`config.mk`:
```
export PLATFORM = sky130hd
export DESIGN_NAME = adcsc_top
export DESIGN_NICKNAME = d
export VERILOG_FILES = /design/src/rtl/adcsc_sar.v /design/src/rtl/adcsc_top.v
export VERILOG_INCLUDE_DIRS = /design/src /design/src/rtl
export SDC_FILE = /design/constraint.sdc
export NUM_CORES = 1
export LEC_CHECK = 0
export ABC_AREA = 1
export BUFFER_PORTS_ARGS = -buffer_cell sky130_fd_sc_hd__buf_2
export CORE_MARGIN = 2
export CORE_UTILIZATION = 41
export CTS_CLUSTER_SIZE = 30
export DETAILED_ROUTE_END_ITERATION = 8
export PLACE_DENSITY = 0.71
export RECOVER_POWER = 25
export SYNTH_ARGS = -nofsm -noshare
export SYNTH_HDL_FRONTEND = slang
export SYNTH_SLANG_ARGS = --single-unit
```
`constraint.sdc`:
```
create_clock -name clk -period 2.9 [get_ports clk]
set_input_delay 0.145 -clock clk [delete_from_list [all_inputs] [get_ports clk]]
set_output_delay 0.145 -clock clk [all_outputs]
set_load 0.1 [all_outputs]
```
`src/rtl/adcsc_regs.vh`:
```
// Register map, field positions and timing constants of the
// converter sequencing control.
// Assumes inclusion by bare name from the rtl/ files and the bench.
`ifndef ADCSC_REGS_VH
`define ADCSC_REGS_VH

// ------------------------------------------------------------
// Register indices (byte address is four times the index)
// ------------------------------------------------------------
`define ADCSC_IDX_CTRL 10'h01F
`define ADCSC_IDX_CFG 10'h09F
`define ADCSC_IDX_RESH 10'h0A0
`define ADCSC_IDX_RESL 10'h0A1
`define ADCSC_IDX_STAT 10'h0A2
`define ADCSC_IDX_MASK 10'h0A3

// ------------------------------------------------------------
// Reset values
// ------------------------------------------------------------
`define ADCSC_CLK_RST 2'h0
`define ADCSC_CHAN_RST 3'h0
`define ADCSC_PCFG_RST 4'h0
`define ADCSC_RES_RST 10'h000

// ------------------------------------------------------------
// Field positions
// ------------------------------------------------------------
`define ADCSC_CTL_CLK_HI 7
`define ADCSC_CTL_CLK_LO 6
`define ADCSC_CTL_CHS_HI 5
`define ADCSC_CTL_CHS_LO 3
`define ADCSC_CTL_GO 2
`define ADCSC_CTL_ON 0
`define ADCSC_CFG_ALIGN 7
`define ADCSC_CFG_PCFG_HI 3
`define ADCSC_CFG_PCFG_LO 0
`define ADCSC_STAT_DONE 0

// ------------------------------------------------------------
// Conversion clock selection and timing
// ------------------------------------------------------------
`define ADCSC_CLK_DIV2 2'h0
`define ADCSC_CLK_DIV8 2'h1
`define ADCSC_CLK_DIV32 2'h2
`define ADCSC_CLK_RC 2'h3
`define ADCSC_DIV2_LAST 5'h01
`define ADCSC_DIV8_LAST 5'h07
`define ADCSC_DIV32_LAST 5'h1F
`define ADCSC_RECOV_LAST 2'h1
`define ADCSC_SAR_HOLD 4'h0
`define ADCSC_SAR_LSB_STEP 4'hA
`define ADCSC_SAR_LAST 4'hB
`define ADCSC_SAR_MSB 10'h200

`endif

```
`src/rtl/adcsc_sar.v`:
```
// Successive-approximation sequencer: one hold period, ten bit
// trials and one closing period, each one conversion bit period.
// Assumes tad_tick is a one-cycle pulse per bit period and
// comp_in is high while the held level is at or above dac_code.
`timescale 1ns/1ps
`default_nettype none
`include "adcsc_regs.vh"

module adcsc_sar (
  // Clock and reset
  input wire clk,
  input wire rst_n,
  // Sequencing
  input wire start,
  input wire abort,
  input wire tad_tick,
  output reg busy,
  output reg done,
  // Analog side
  input wire comp_in,
  output reg [9:0] dac_code,
  output reg [9:0] result
);

  reg [3:0] step;
  reg [9:0] mask;
  wire [9:0] decided = comp_in ? dac_code : (dac_code & ~mask);

  always @(posedge clk or negedge rst_n)
  begin
    if (!rst_n)
    begin
      busy <= 1'b0;
      done <= 1'b0;
      step <= 4'h0;
      mask <= 10'h000;
      dac_code <= 10'h000;
      result <= `ADCSC_RES_RST;
    end
    else
    begin
      done <= 1'b0;
      if (abort)
      begin
        busy <= 1'b0;
        dac_code <= 10'h000;
      end
      else if (start && !busy)
      begin
        busy <= 1'b1;
        step <= `ADCSC_SAR_HOLD;
        dac_code <= 10'h000;
        mask <= 10'h000;
      end
      else if (busy && tad_tick)
      begin
        step <= step + 4'h1;
        if (step == `ADCSC_SAR_HOLD)
        begin
          // Hold period over: first trial at the MSB
          mask <= `ADCSC_SAR_MSB;
          dac_code <= `ADCSC_SAR_MSB;
        end
        else if (step == `ADCSC_SAR_LAST)
        begin
          // Last trial left the final code; it loads together with done
          busy <= 1'b0;
          done <= 1'b1;
          result <= dac_code;
        end
        else
        begin
          // Keep or drop the trial bit, then try the next one
          mask <= mask >> 1;
          dac_code <= decided | (mask >> 1);
        end
      end
    end
  end

endmodule // adcsc_sar
`default_nettype wire

```
`src/rtl/adcsc_top.v`:
```
// Converter sequencing control: AHB-Lite register slave, conversion
// clock generation, acquisition/conversion/recovery sequencing,
// result alignment and completion interrupt.
// Assumes a single AHB-Lite master with hreadyout fed back as
// hready, and an analog front end with sample switch, reference
// muxes and comparator outside this block.
//
// Decided for this implementation: register access over AHB-Lite.
`timescale 1ns/1ps
`default_nettype none
`include "adcsc_regs.vh"

//Behaviour
//- Five channels picked by control bits 5:3
//- Held sample, not live pin, feeds conversion
//- Successive approximation yields a 10-bit code
//- Upper and lower references software selectable
//- RC conversion clock keeps converting during sleep
//- Result high, result low, control, configuration registers
//- Pins set analog or digital, one reference
//- Completion loads result, clears go, sets flag
//- Alignment bit picks right or left justification
//- Two bit periods before next acquisition
module adcsc_top (
  // Clock and reset
  input wire clk,
  input wire rst_n,
  // AHB-Lite slave
  input wire hsel,
  input wire [31:0] haddr,
  input wire [1:0] htrans,
  input wire hwrite,
  input wire [2:0] hsize,
  input wire [31:0] hwdata,
  input wire hready,
  output reg [31:0] hrdata,
  output wire hreadyout,
  output wire hresp,
  // Interrupt
  output wire irq,
  // Device state
  input wire sleep_mode,
  input wire rc_osc_tick,
  // Analog front end
  input wire comp_in,
  output wire [2:0] conv_channel,
  output wire converter_power_on,
  output wire sample_connect,
  output wire [9:0] dac_code,
  output wire [4:0] pin_analog_en,
  output wire vref_pos_pin,
  output wire vref_neg_pin
);

  localparam ST_ACQ = 2'h0;
  localparam ST_CONV = 2'h1;
  localparam ST_RECOV = 2'h2;

  // ------------------------------------------------------------
  // Register state
  // ------------------------------------------------------------
  reg [1:0] conv_clock_select;
  reg [2:0] channel_select;
  reg go_flag;
  reg power_on;
  reg result_alignment_select;
  reg [3:0] pin_function_sel;
  reg conversion_complete_flag;
  reg done_mask;

  reg [1:0] state;
  reg [1:0] recov_cnt;
  reg [4:0] div_cnt;
  reg [4:0] div_last;

  wire sar_done;
  wire [9:0] sar_result;

  // ------------------------------------------------------------
  // AHB-Lite slave
  // ------------------------------------------------------------
  reg dp_write;
  reg dp_read;
  reg rd_wait;
  reg [9:0] dp_idx;
  reg [7:0] rd_byte;
  reg [7:0] result_high_byte;
  reg [7:0] result_low_byte;

  wire access = hsel && hready && htrans[1];

  // Reads take one wait state so hrdata comes from a flip-flop
  assign hreadyout = ~(dp_read && !rd_wait);
  assign hresp = 1'b0;

  always @(posedge clk or negedge rst_n)
  begin
    if (!rst_n)
    begin
      dp_write <= 1'b0;
      dp_read <= 1'b0;
      dp_idx <= 10'h000;
      rd_wait <= 1'b0;
    end
    else
    begin
      if (hreadyout)
      begin
        dp_write <= access && hwrite;
        dp_read <= access && !hwrite;
        dp_idx <= haddr[11:2];
      end
      rd_wait <= dp_read && !rd_wait;
    end
  end

  wire wr_ctrl = dp_write && (dp_idx == `ADCSC_IDX_CTRL);
  wire wr_cfg = dp_write && (dp_idx == `ADCSC_IDX_CFG);
  wire wr_stat = dp_write && (dp_idx == `ADCSC_IDX_STAT);
  wire wr_mask = dp_write && (dp_idx == `ADCSC_IDX_MASK);

  // ------------------------------------------------------------
  // Result alignment
  // ------------------------------------------------------------
  always @*
  begin
    if (result_alignment_select)
    begin
      result_high_byte = {6'h00, sar_result[9:8]};
      result_low_byte = sar_result[7:0];
    end
    else
    begin
      result_high_byte = sar_result[9:2];
      result_low_byte = {sar_result[1:0], 6'h00};
    end
  end

  // ------------------------------------------------------------
  // Read multiplexer
  // ------------------------------------------------------------
  always @*
  begin
    case (dp_idx)
      `ADCSC_IDX_CTRL:
        rd_byte = {conv_clock_select, channel_select, go_flag,
                   1'b0, power_on};
      `ADCSC_IDX_CFG:
        rd_byte = {result_alignment_select, 3'h0,
                   pin_function_sel};
      `ADCSC_IDX_RESH:
        rd_byte = result_high_byte;
      `ADCSC_IDX_RESL:
        rd_byte = result_low_byte;
      `ADCSC_IDX_STAT:
        rd_byte = {7'h00, conversion_complete_flag};
      `ADCSC_IDX_MASK:
        rd_byte = {7'h00, done_mask};
      default:
        rd_byte = 8'h00;
    endcase
  end

  always @(posedge clk or negedge rst_n)
  begin
    if (!rst_n)
      hrdata <= 32'h00000000;
    else if (dp_read && !rd_wait)
      hrdata <= {24'h000000, rd_byte};
  end

  // ------------------------------------------------------------
  // Control and configuration registers
  // ------------------------------------------------------------
  // Go only starts with the power bit set in the same write
  wire start_req = wr_ctrl && hwdata[`ADCSC_CTL_GO] &&
                   hwdata[`ADCSC_CTL_ON];
  wire next_power = wr_ctrl ? hwdata[`ADCSC_CTL_ON] : power_on;

  always @(posedge clk or negedge rst_n)
  begin
    if (!rst_n)
    begin
      conv_clock_select <= `ADCSC_CLK_RST;
      channel_select <= `ADCSC_CHAN_RST;
      power_on <= 1'b0;
      go_flag <= 1'b0;
      result_alignment_select <= 1'b0;
      pin_function_sel <= `ADCSC_PCFG_RST;
    end
    else
    begin
      if (wr_ctrl)
      begin
        conv_clock_select <=
          hwdata[`ADCSC_CTL_CLK_HI:`ADCSC_CTL_CLK_LO];
        channel_select <=
          hwdata[`ADCSC_CTL_CHS_HI:`ADCSC_CTL_CHS_LO];
        power_on <= hwdata[`ADCSC_CTL_ON];
      end
      // Writing zero to go does not abort a running conversion
      if (!next_power)
        go_flag <= 1'b0;
      else if (start_req)
        go_flag <= 1'b1;
      else if (sar_done)
        go_flag <= 1'b0;
      if (wr_cfg)
      begin
        result_alignment_select <= hwdata[`ADCSC_CFG_ALIGN];
        pin_function_sel <=
          hwdata[`ADCSC_CFG_PCFG_HI:`ADCSC_CFG_PCFG_LO];
      end
    end
  end

  // ------------------------------------------------------------
  // Completion interrupt
  // ------------------------------------------------------------
  // A completion in the cycle of a clearing write wins
  always @(posedge clk or negedge rst_n)
  begin
    if (!rst_n)
    begin
      conversion_complete_flag <= 1'b0;
      done_mask <= 1'b0;
    end
    else
    begin
      if (sar_done)
        conversion_complete_flag <= 1'b1;
      else if (wr_stat && hwdata[`ADCSC_STAT_DONE])
        conversion_complete_flag <= 1'b0;
      if (wr_mask)
        done_mask <= hwdata[`ADCSC_STAT_DONE];
    end
  end

  assign irq = conversion_complete_flag && done_mask;

  // ------------------------------------------------------------
  // Conversion clock
  // ------------------------------------------------------------
  always @*
  begin
    case (conv_clock_select)
      `ADCSC_CLK_DIV2: div_last = `ADCSC_DIV2_LAST;
      `ADCSC_CLK_DIV8: div_last = `ADCSC_DIV8_LAST;
      `ADCSC_CLK_DIV32: div_last = `ADCSC_DIV32_LAST;
      default: div_last = `ADCSC_DIV32_LAST;
    endcase
  end

  // The system clock stops in sleep, so divided ticks are gated
  // there; only the private RC oscillator keeps ticking.
  wire use_rc = (conv_clock_select == `ADCSC_CLK_RC);
  wire osc_run = power_on && !use_rc && !sleep_mode;
  wire div_tick = osc_run && (div_cnt >= div_last);

  always @(posedge clk or negedge rst_n)
  begin
    if (!rst_n)
      div_cnt <= 5'h00;
    else if (!osc_run || div_tick)
      div_cnt <= 5'h00;
    else
      div_cnt <= div_cnt + 5'h01;
  end

  // Changing the clock select mid-conversion stretches or shortens one period
  wire tad_tick = use_rc ? (rc_osc_tick && power_on)
                         : div_tick;

  // ------------------------------------------------------------
  // Acquisition, conversion and recovery sequencing
  // ------------------------------------------------------------
  wire sar_start = (state == ST_ACQ) && go_flag && power_on;
  wire sar_abort = !power_on;

  always @(posedge clk or negedge rst_n)
  begin
    if (!rst_n)
    begin
      state <= ST_ACQ;
      recov_cnt <= 2'h0;
    end
    else if (!power_on)
    begin
      state <= ST_ACQ;
      recov_cnt <= 2'h0;
    end
    else
    begin
      case (state)
        ST_ACQ:
          if (sar_start)
            state <= ST_CONV;
        ST_CONV:
          if (sar_done)
          begin
            state <= ST_RECOV;
            recov_cnt <= 2'h0;
          end
        // A go written during recovery waits until it ends
        ST_RECOV:
          if (tad_tick)
          begin
            recov_cnt <= recov_cnt + 2'h1;
            if (recov_cnt == `ADCSC_RECOV_LAST)
              state <= ST_ACQ;
          end
        default:
          state <= ST_ACQ;
      endcase
    end
  end

  // Switch closed only while acquiring; open during conversion
  // so the held charge, not the pin, is converted.
  assign sample_connect = power_on && (state == ST_ACQ) &&
                          !go_flag;

  adcsc_sar u_sar (
    .clk(clk),
    .rst_n(rst_n),
    .start(sar_start),
    .abort(sar_abort),
    .tad_tick(tad_tick),
    .busy(),
    .done(sar_done),
    .comp_in(comp_in),
    .dac_code(dac_code),
    .result(sar_result)
  );

  // ------------------------------------------------------------
  // Pin function and reference decode
  // ------------------------------------------------------------
  reg [6:0] pin_map;

  // Map is {vref_pos, vref_neg, analog enables AN4..AN0}
  always @*
  begin
    case (pin_function_sel)
      4'h0, 4'h2, 4'h9: pin_map = 7'h1F;
      4'h1, 4'h3, 4'hA: pin_map = 7'h57;
      4'h4: pin_map = 7'h0B;
      4'h5: pin_map = 7'h43;
      4'h6, 4'h7: pin_map = 7'h00;
      4'h8, 4'hB, 4'hC: pin_map = 7'h73;
      4'hD: pin_map = 7'h63;
      4'hE: pin_map = 7'h01;
      default: pin_map = 7'h61;
    endcase
  end

  assign pin_analog_en = pin_map[4:0];
  assign vref_pos_pin = pin_map[6];
  assign vref_neg_pin = pin_map[5];
  assign conv_channel = channel_select;
  assign converter_power_on = power_on;

endmodule // adcsc_top
`default_nettype wire

```
; Word-level counts from Yosys, hierarchy flattened
; Memory sizes are Yosys's and may differ from the RTL's.
; Cells that the tools add are included.
[op_classes]
addsub = 3
n_mul = 0
div_mod_pow = 0
magnitude_cmp = 1
eq_ne = 23
shift = 0
mux = 44
n_bitwise = 6
n_reduce_logical = 43
[ops]
columns = operator, n
row1 = 10-bit 2-to-1 mux, 10
row2 = 10-bit by 8-bit equality test with 1-bit output (second input constant), 5
row3 = 8-bit one-hot mux with 6 select lines, 1
row4 = 1-bit logical AND, 23
row5 = 1-bit 2-to-1 mux, 17
row6 = 2-bit 2-to-1 mux, 8
row7 = 8-bit 2-to-1 mux, 2
row8 = 3-bit by 2-bit inequality test with 1-bit output (second input constant), 5
row9 = 3-bit by 1-bit inequality test with 1-bit output (second input constant), 4
row10 = 10-bit AND, 1
row11 = 10-bit by 5-bit equality test with 1-bit output (second input constant), 1
row12 = 10-bit NOT, 1
row13 = 10-bit by 9-bit bitwise OR with 10-bit output, 1
row14 = 5-bit one-hot mux with 2 select lines, 1
row15 = 3-bit AND reduction, 3
row16 = 4-bit 2-to-1 mux, 2
row17 = 1-bit logical NOT, 7
row18 = 2-bit by 1-bit equality test with 1-bit output (second input constant), 3
row19 = 2-bit one-hot mux with 3 select lines, 1
row20 = 5-bit by 1-bit adder with 5-bit output (second input constant), 1
row21 = 5-bit greater-or-equal comparator, 1
row22 = 5-bit 2-to-1 mux, 1
row23 = 5-bit AND reduction, 1
row24 = 4-bit by 1-bit adder with 4-bit output (second input constant), 1
row25 = 13 further kinds, 19
[totals]
register_bits = 80
latchBits = 0
ramBits = 0
rom_bits = 112
in_bits = 77
output_inout_bits = 57
elab_cells = 143
mem_count = 1
[mem_list]
columns = memory, depth, word_bits, read_ports, rd_ports_with_merged_regs, wr, line_no
row1 = (no name shown), 16, 7, 1, 0, 0, adcsc_top.v:344  ; case (pin_function_sel)

; Depth between registers and ports, before layout
[depth]
depth_word = 10
ltp_mapped = 14
ltp_nobuf = 13

; By module
; A second synthesis with hierarchy kept.
[hier_totals]
hier_cells = 576
hier_area_um2 = 4470.5
[modules_own_cells]
columns = mod, instances, cells_each, area_per_inst_um2, seq_area_each_um2
row1 = adcsc_top, 1, 367, 2783.9, 1101.1
row2 = adcsc_sar, 1, 209, 1686.6, 900.9

; Worst setup path after synthesis
; OpenSTA, ideal clock, no wires.
[synth_path]
path_kind = reg-to-reg
from = register power_on (netlist: converter_power_on)
to = register state[1]
setup_ns = 0.128
t_arrival_ns = 4.434
t_required_ns = 2.772
slack_ns = -1.662
path_stages_with_launch = 5
n_path_buf = 0
period_less_slack_ns = 4.562
path_cell_list = dfrtp_1 -> inv_2 -> nor4_1 -> or2_2 -> a31oi_1
[synth_between]
elab_chain_cells = 6
[synth_rtl]
columns = element, line_no
row1 = start: declaration, adcsc_top.v:65  ; reg power_on;
row2 = start signal: assignment, adcsc_top.v:199  ; power_on <= hwdata[`ADCSC_CTL_ON];
row3 = 1-bit logical AND (2 in a row), adcsc_top.v:257  ; wire osc_run = power_on && !use_rc && !sleep_mode;
row4 = 1-bit logical AND, adcsc_top.v:258  ; wire div_tick = osc_run && (div_cnt >= div_last);
row5 = 1-bit 2-to-1 mux, adcsc_top.v:271  ; wire tad_tick = use_rc ? (rc_osc_tick && power_on)
row6 = 3-bit by 2-bit inequality test with 1-bit output (no source line), -
row7 = 4-bit AND reduction (no source line), -
row8 = end signal: assignment, adcsc_top.v:284  ; state <= ST_ACQ;
row9 = end signal: assignment, adcsc_top.v:289  ; state <= ST_ACQ;
row10 = end signal: assignment, adcsc_top.v:297  ; state <= ST_CONV;
row11 = end: declaration, adcsc_top.v:71  ; reg [1:0] state;
; Several ways; a longest one is shown, not always the timed one.
; A chain may end at the register's enable or synchronous reset.

; Worst setup path in the final report
[layout_path]
from = register pin_function_sel[1]
to = output port vref_neg_pin
[layout_between]
elab_chain_cells = 1
[layout_rtl]
columns = element, line_no
row1 = start: declaration, adcsc_top.v:67  ; reg [3:0] pin_function_sel;
row2 = start signal: assignment, adcsc_top.v:189  ; pin_function_sel <= `ADCSC_PCFG_RST;
row3 = start signal: assignment, adcsc_top.v:211  ; pin_function_sel <=
row4 = memory read 16 x 7 bit, -
row5 = end: declaration, adcsc_top.v:52  ; output wire vref_neg_pin
; Every way passes these cells.

==> reports/results.txt <==
Clock Latency Late Sink - 0.35 ns
async set-reset flop share out of synthesis - 100%
Area growth, synth to finish - 13.9%
CP Class - reg2out
clock power share - 19.4%
GRT Total Usage - 17.5%
Pleak - 2.63 nW
Sink Count - 80
Avg WL per Cell - 12.7 um
yosys warns - 0
max-cap violations - 1
combinational power share - 42.5%
Final Hold Viols - 0
slew margin rel. - -30.5%
Initial Utilization - 42.5%
CTS max path bufs - 2
Hold Crit Endpoint - dp_idx[8]
Slew Limit Fails - 81
# DRC - 0
final setup margin - 0.817 ns
failing checks - capacitance limit, slew limit
std cell rows - 37
final period utilization - 71.8%
FF-to-FF setup slack - 0.86 ns
Num CTS Buffers - 9
register share of total power - 38.2%
setup violators final - 0
largest net degree at the start of global routing - 81
DRT Pass-1 Iters - 4
CTS root buffer - clkbuf_8
ys flop type - dfrtp_1
Tightest Pin Transition - 1.96 ns
vias per cell - 4.88
Port Buffers - 58
initial DRC count - 223
initial antenna violation count - 0
final core occ - 48.4%
chip height - 108 um
H-tree depth - 3
VDD IR max - 0.651 mV
Core Region - 0.0104 mm^2
Cell Area, Synth - 0.00443 mm^2
CP Data Required Time - 2.76 ns
die area - 0.0116 mm^2
first-pass GRT wire length - 16300 um
HP Class - in2reg
worst slack at placement - 0.899 ns
Post-Place Cells - 727
number of diodes - 0
Sw Pwr - 2.13 mW
I/O Pins - 134
mean post-synth cell area - 8.12 um^2
CTS tree - yes
Layout Nets - 702
Post-Synthesis Cells - 545
die width - 108 um
Cells on Worst Hold Path - 3
crit end category - primary output
post-DP HPWL - 6950 um
CP arrival - 1.94 ns
WL final - 9580 um
internal cell power - 2.32 mW
Setup TNS Final - 0 ns
Cell Area, Placed - 0.00474 mm^2
part of the Yosys area used for sequential elements - 45.2%
Setup Skew - 0.0102 ns
RSZ-0062 raised after global routing - no
PD cells - 884 mW/mm^2
fmax - 480 MHz
EDFF count, synth - 0
Hold Crit Start - haddr[10]
vias in the first global route - 3538
routed via count - 3672
Finished Layout Cells - 753
final instance area - 0.00504 mm^2
Final min period - 2.08 ns
share of cells above drive strength 1 - 18.0%
post-synth cell types - 39
Min Hold Slack - 0.0125 ns
worst-case reg-to-reg path depth - 13
Power Total - 4.45 mW
clock-pin slew on the worst setup and hold paths - 0.08 ns
status - finished, violations left
reg2reg start - conv_clock_select[1]
total gr overflow - 0
post-synthesis register bit count - 80
Routed Antenna Nets - 0
critical path launch point type - flip-flop
# fillers - 1030
Crit Path Max Fanout - 5
Sw Ratio - 47.9%
R2R Path End - u_sar.dac_code[2]
GPL Wtd Cong - 0.875
registers in the layout (all words and copies together) (netlist names), 2 cells and up:
register	count
u_sar.result	10
u_sar.mask	10
state	2
hrdata	8
u_sar.step	4
div_cnt	5
conv_channel	3
dp_idx	10
conv_clock_select	2
pin_function_sel	4
u_sar.dac_code	10
recov_cnt	2
worst max-delay path, stage by stage, from the launching register on:
cell	delay, ns
dfrtp_1	0.46
inv_1	0.13
ha_1	0.28
nor2_1	0.15
a22o_1	0.15
buf_2	0.42
repair_timing:
item                                   in CTS  in global routing
setup buffers                               0                  0
hold buffers                                9                  2
endpoints found under the hold margin       9                  2
gates resized for setup                     0                  0
kinds of logic (layout without fill, tap and decap cells):
logic type,after synthesis,in the layout,synth area share (%)
other cells,1,25,0.0847
xor+xnor,5,5,0.990
simple gates,277,277,29.6
flops,80,80,45.2
fa+ha+maj,12,12,3.39
buf+inv,95,143,10.9
compound gates,75,75,9.78
routing by layer:
| layer | share of wire (%) | up-vias | track usage, % | wire length, um |
|---|---|---|---|---|
| li1 | - | 1842 | - | - |
| met1 | 46 | 1720 | 22.8 | 4380 |
| met2 | 48 | 97 | 28.8 | 4610 |
| met3 | 4.6 | 13 | 4.72 | 439 |
| met4 | 1.5 | 0 | 4.85 | 148 |
| met5 | 0 | - | 0 | 0 |
cell usage after synthesis (5+ instances only):
cell type | instances | area [um^2]
o21ai_2 | 10 | 87.6
dfrtp_1 | 80 | 2000
o21ai_0 | 37 | 185
a21oi_1 | 14 | 70.1
nand2_2 | 7 | 43.8
o21ai_1 | 5 | 25.0
nor3_1 | 5 | 25.0
nor2_1 | 35 | 131
buf_4 | 26 | 195
nand3_1 | 51 | 255
nand4_1 | 7 | 43.8
inv_2 | 6 | 22.5
clkbuf_1 | 8 | 30.0
inv_1 | 51 | 191
nand2_1 | 150 | 563
ha_1 | 12 | 150
area by class of cell:
class	instances	area, um^2	area share (%)
clock buffer	11	131	2.61
clock inverter	4	70.1	1.39
inverter	57	214	4.25
multi-input combinational	394	2050	40.7
sequential	80	2000	39.7
tap	136	170	3.38
timing repair buffer	71	400	7.95
power groups by stage:
| stage | clock [mW] | combinational (mW) | sequential [mW] |
|---|---|---|---|
| floorplan | 0 | 1.19 | 2.08 |
| global placement | 0 | 1.85 | 1.70 |
| CTS | 0.884 | 1.91 | 1.70 |
| detailed placement | 0 | 1.89 | 1.72 |
| finish | 0.862 | 1.89 | 1.70 |
| global route | 0.941 | 2.08 | 1.75 |
how the worst max path moves through the flow:
stage	start	to	slack (ns)	cells after the start
floorplan	converter_power_on	state[1]	0.34	4
global placement	u_sar.step[0]	u_sar.dac_code[6]	0.93	9
detailed placement	u_sar.step[0]	u_sar.dac_code[8]	0.90	9
CTS	pin_function_sel[1]	vref_neg_pin	0.79	5
global route	rst_n	u_sar.mask[8]	0.42	2
finish	pin_function_sel[1]	vref_neg_pin	0.82	5
layout by cell type, fill, tap and decap left out, types with 5 or more instances in the layout:
master and instances:
ha_1 12, dfrtp_1 80, nand2_1 150, o21ai_2 10, nor2_1 35, dlygate4sd3_1 11
a21oi_1 14, o21ai_1 6, nand3_1 51, conb_1 25, clkbuf_8 9, clkbuf_1 10
nor3_1 5, buf_2 51, o21ai_0 36, nand4_1 7, nand2_2 7, inv_2 6
inv_1 51
Note: power is estimated with default switching activity, not from simulation.
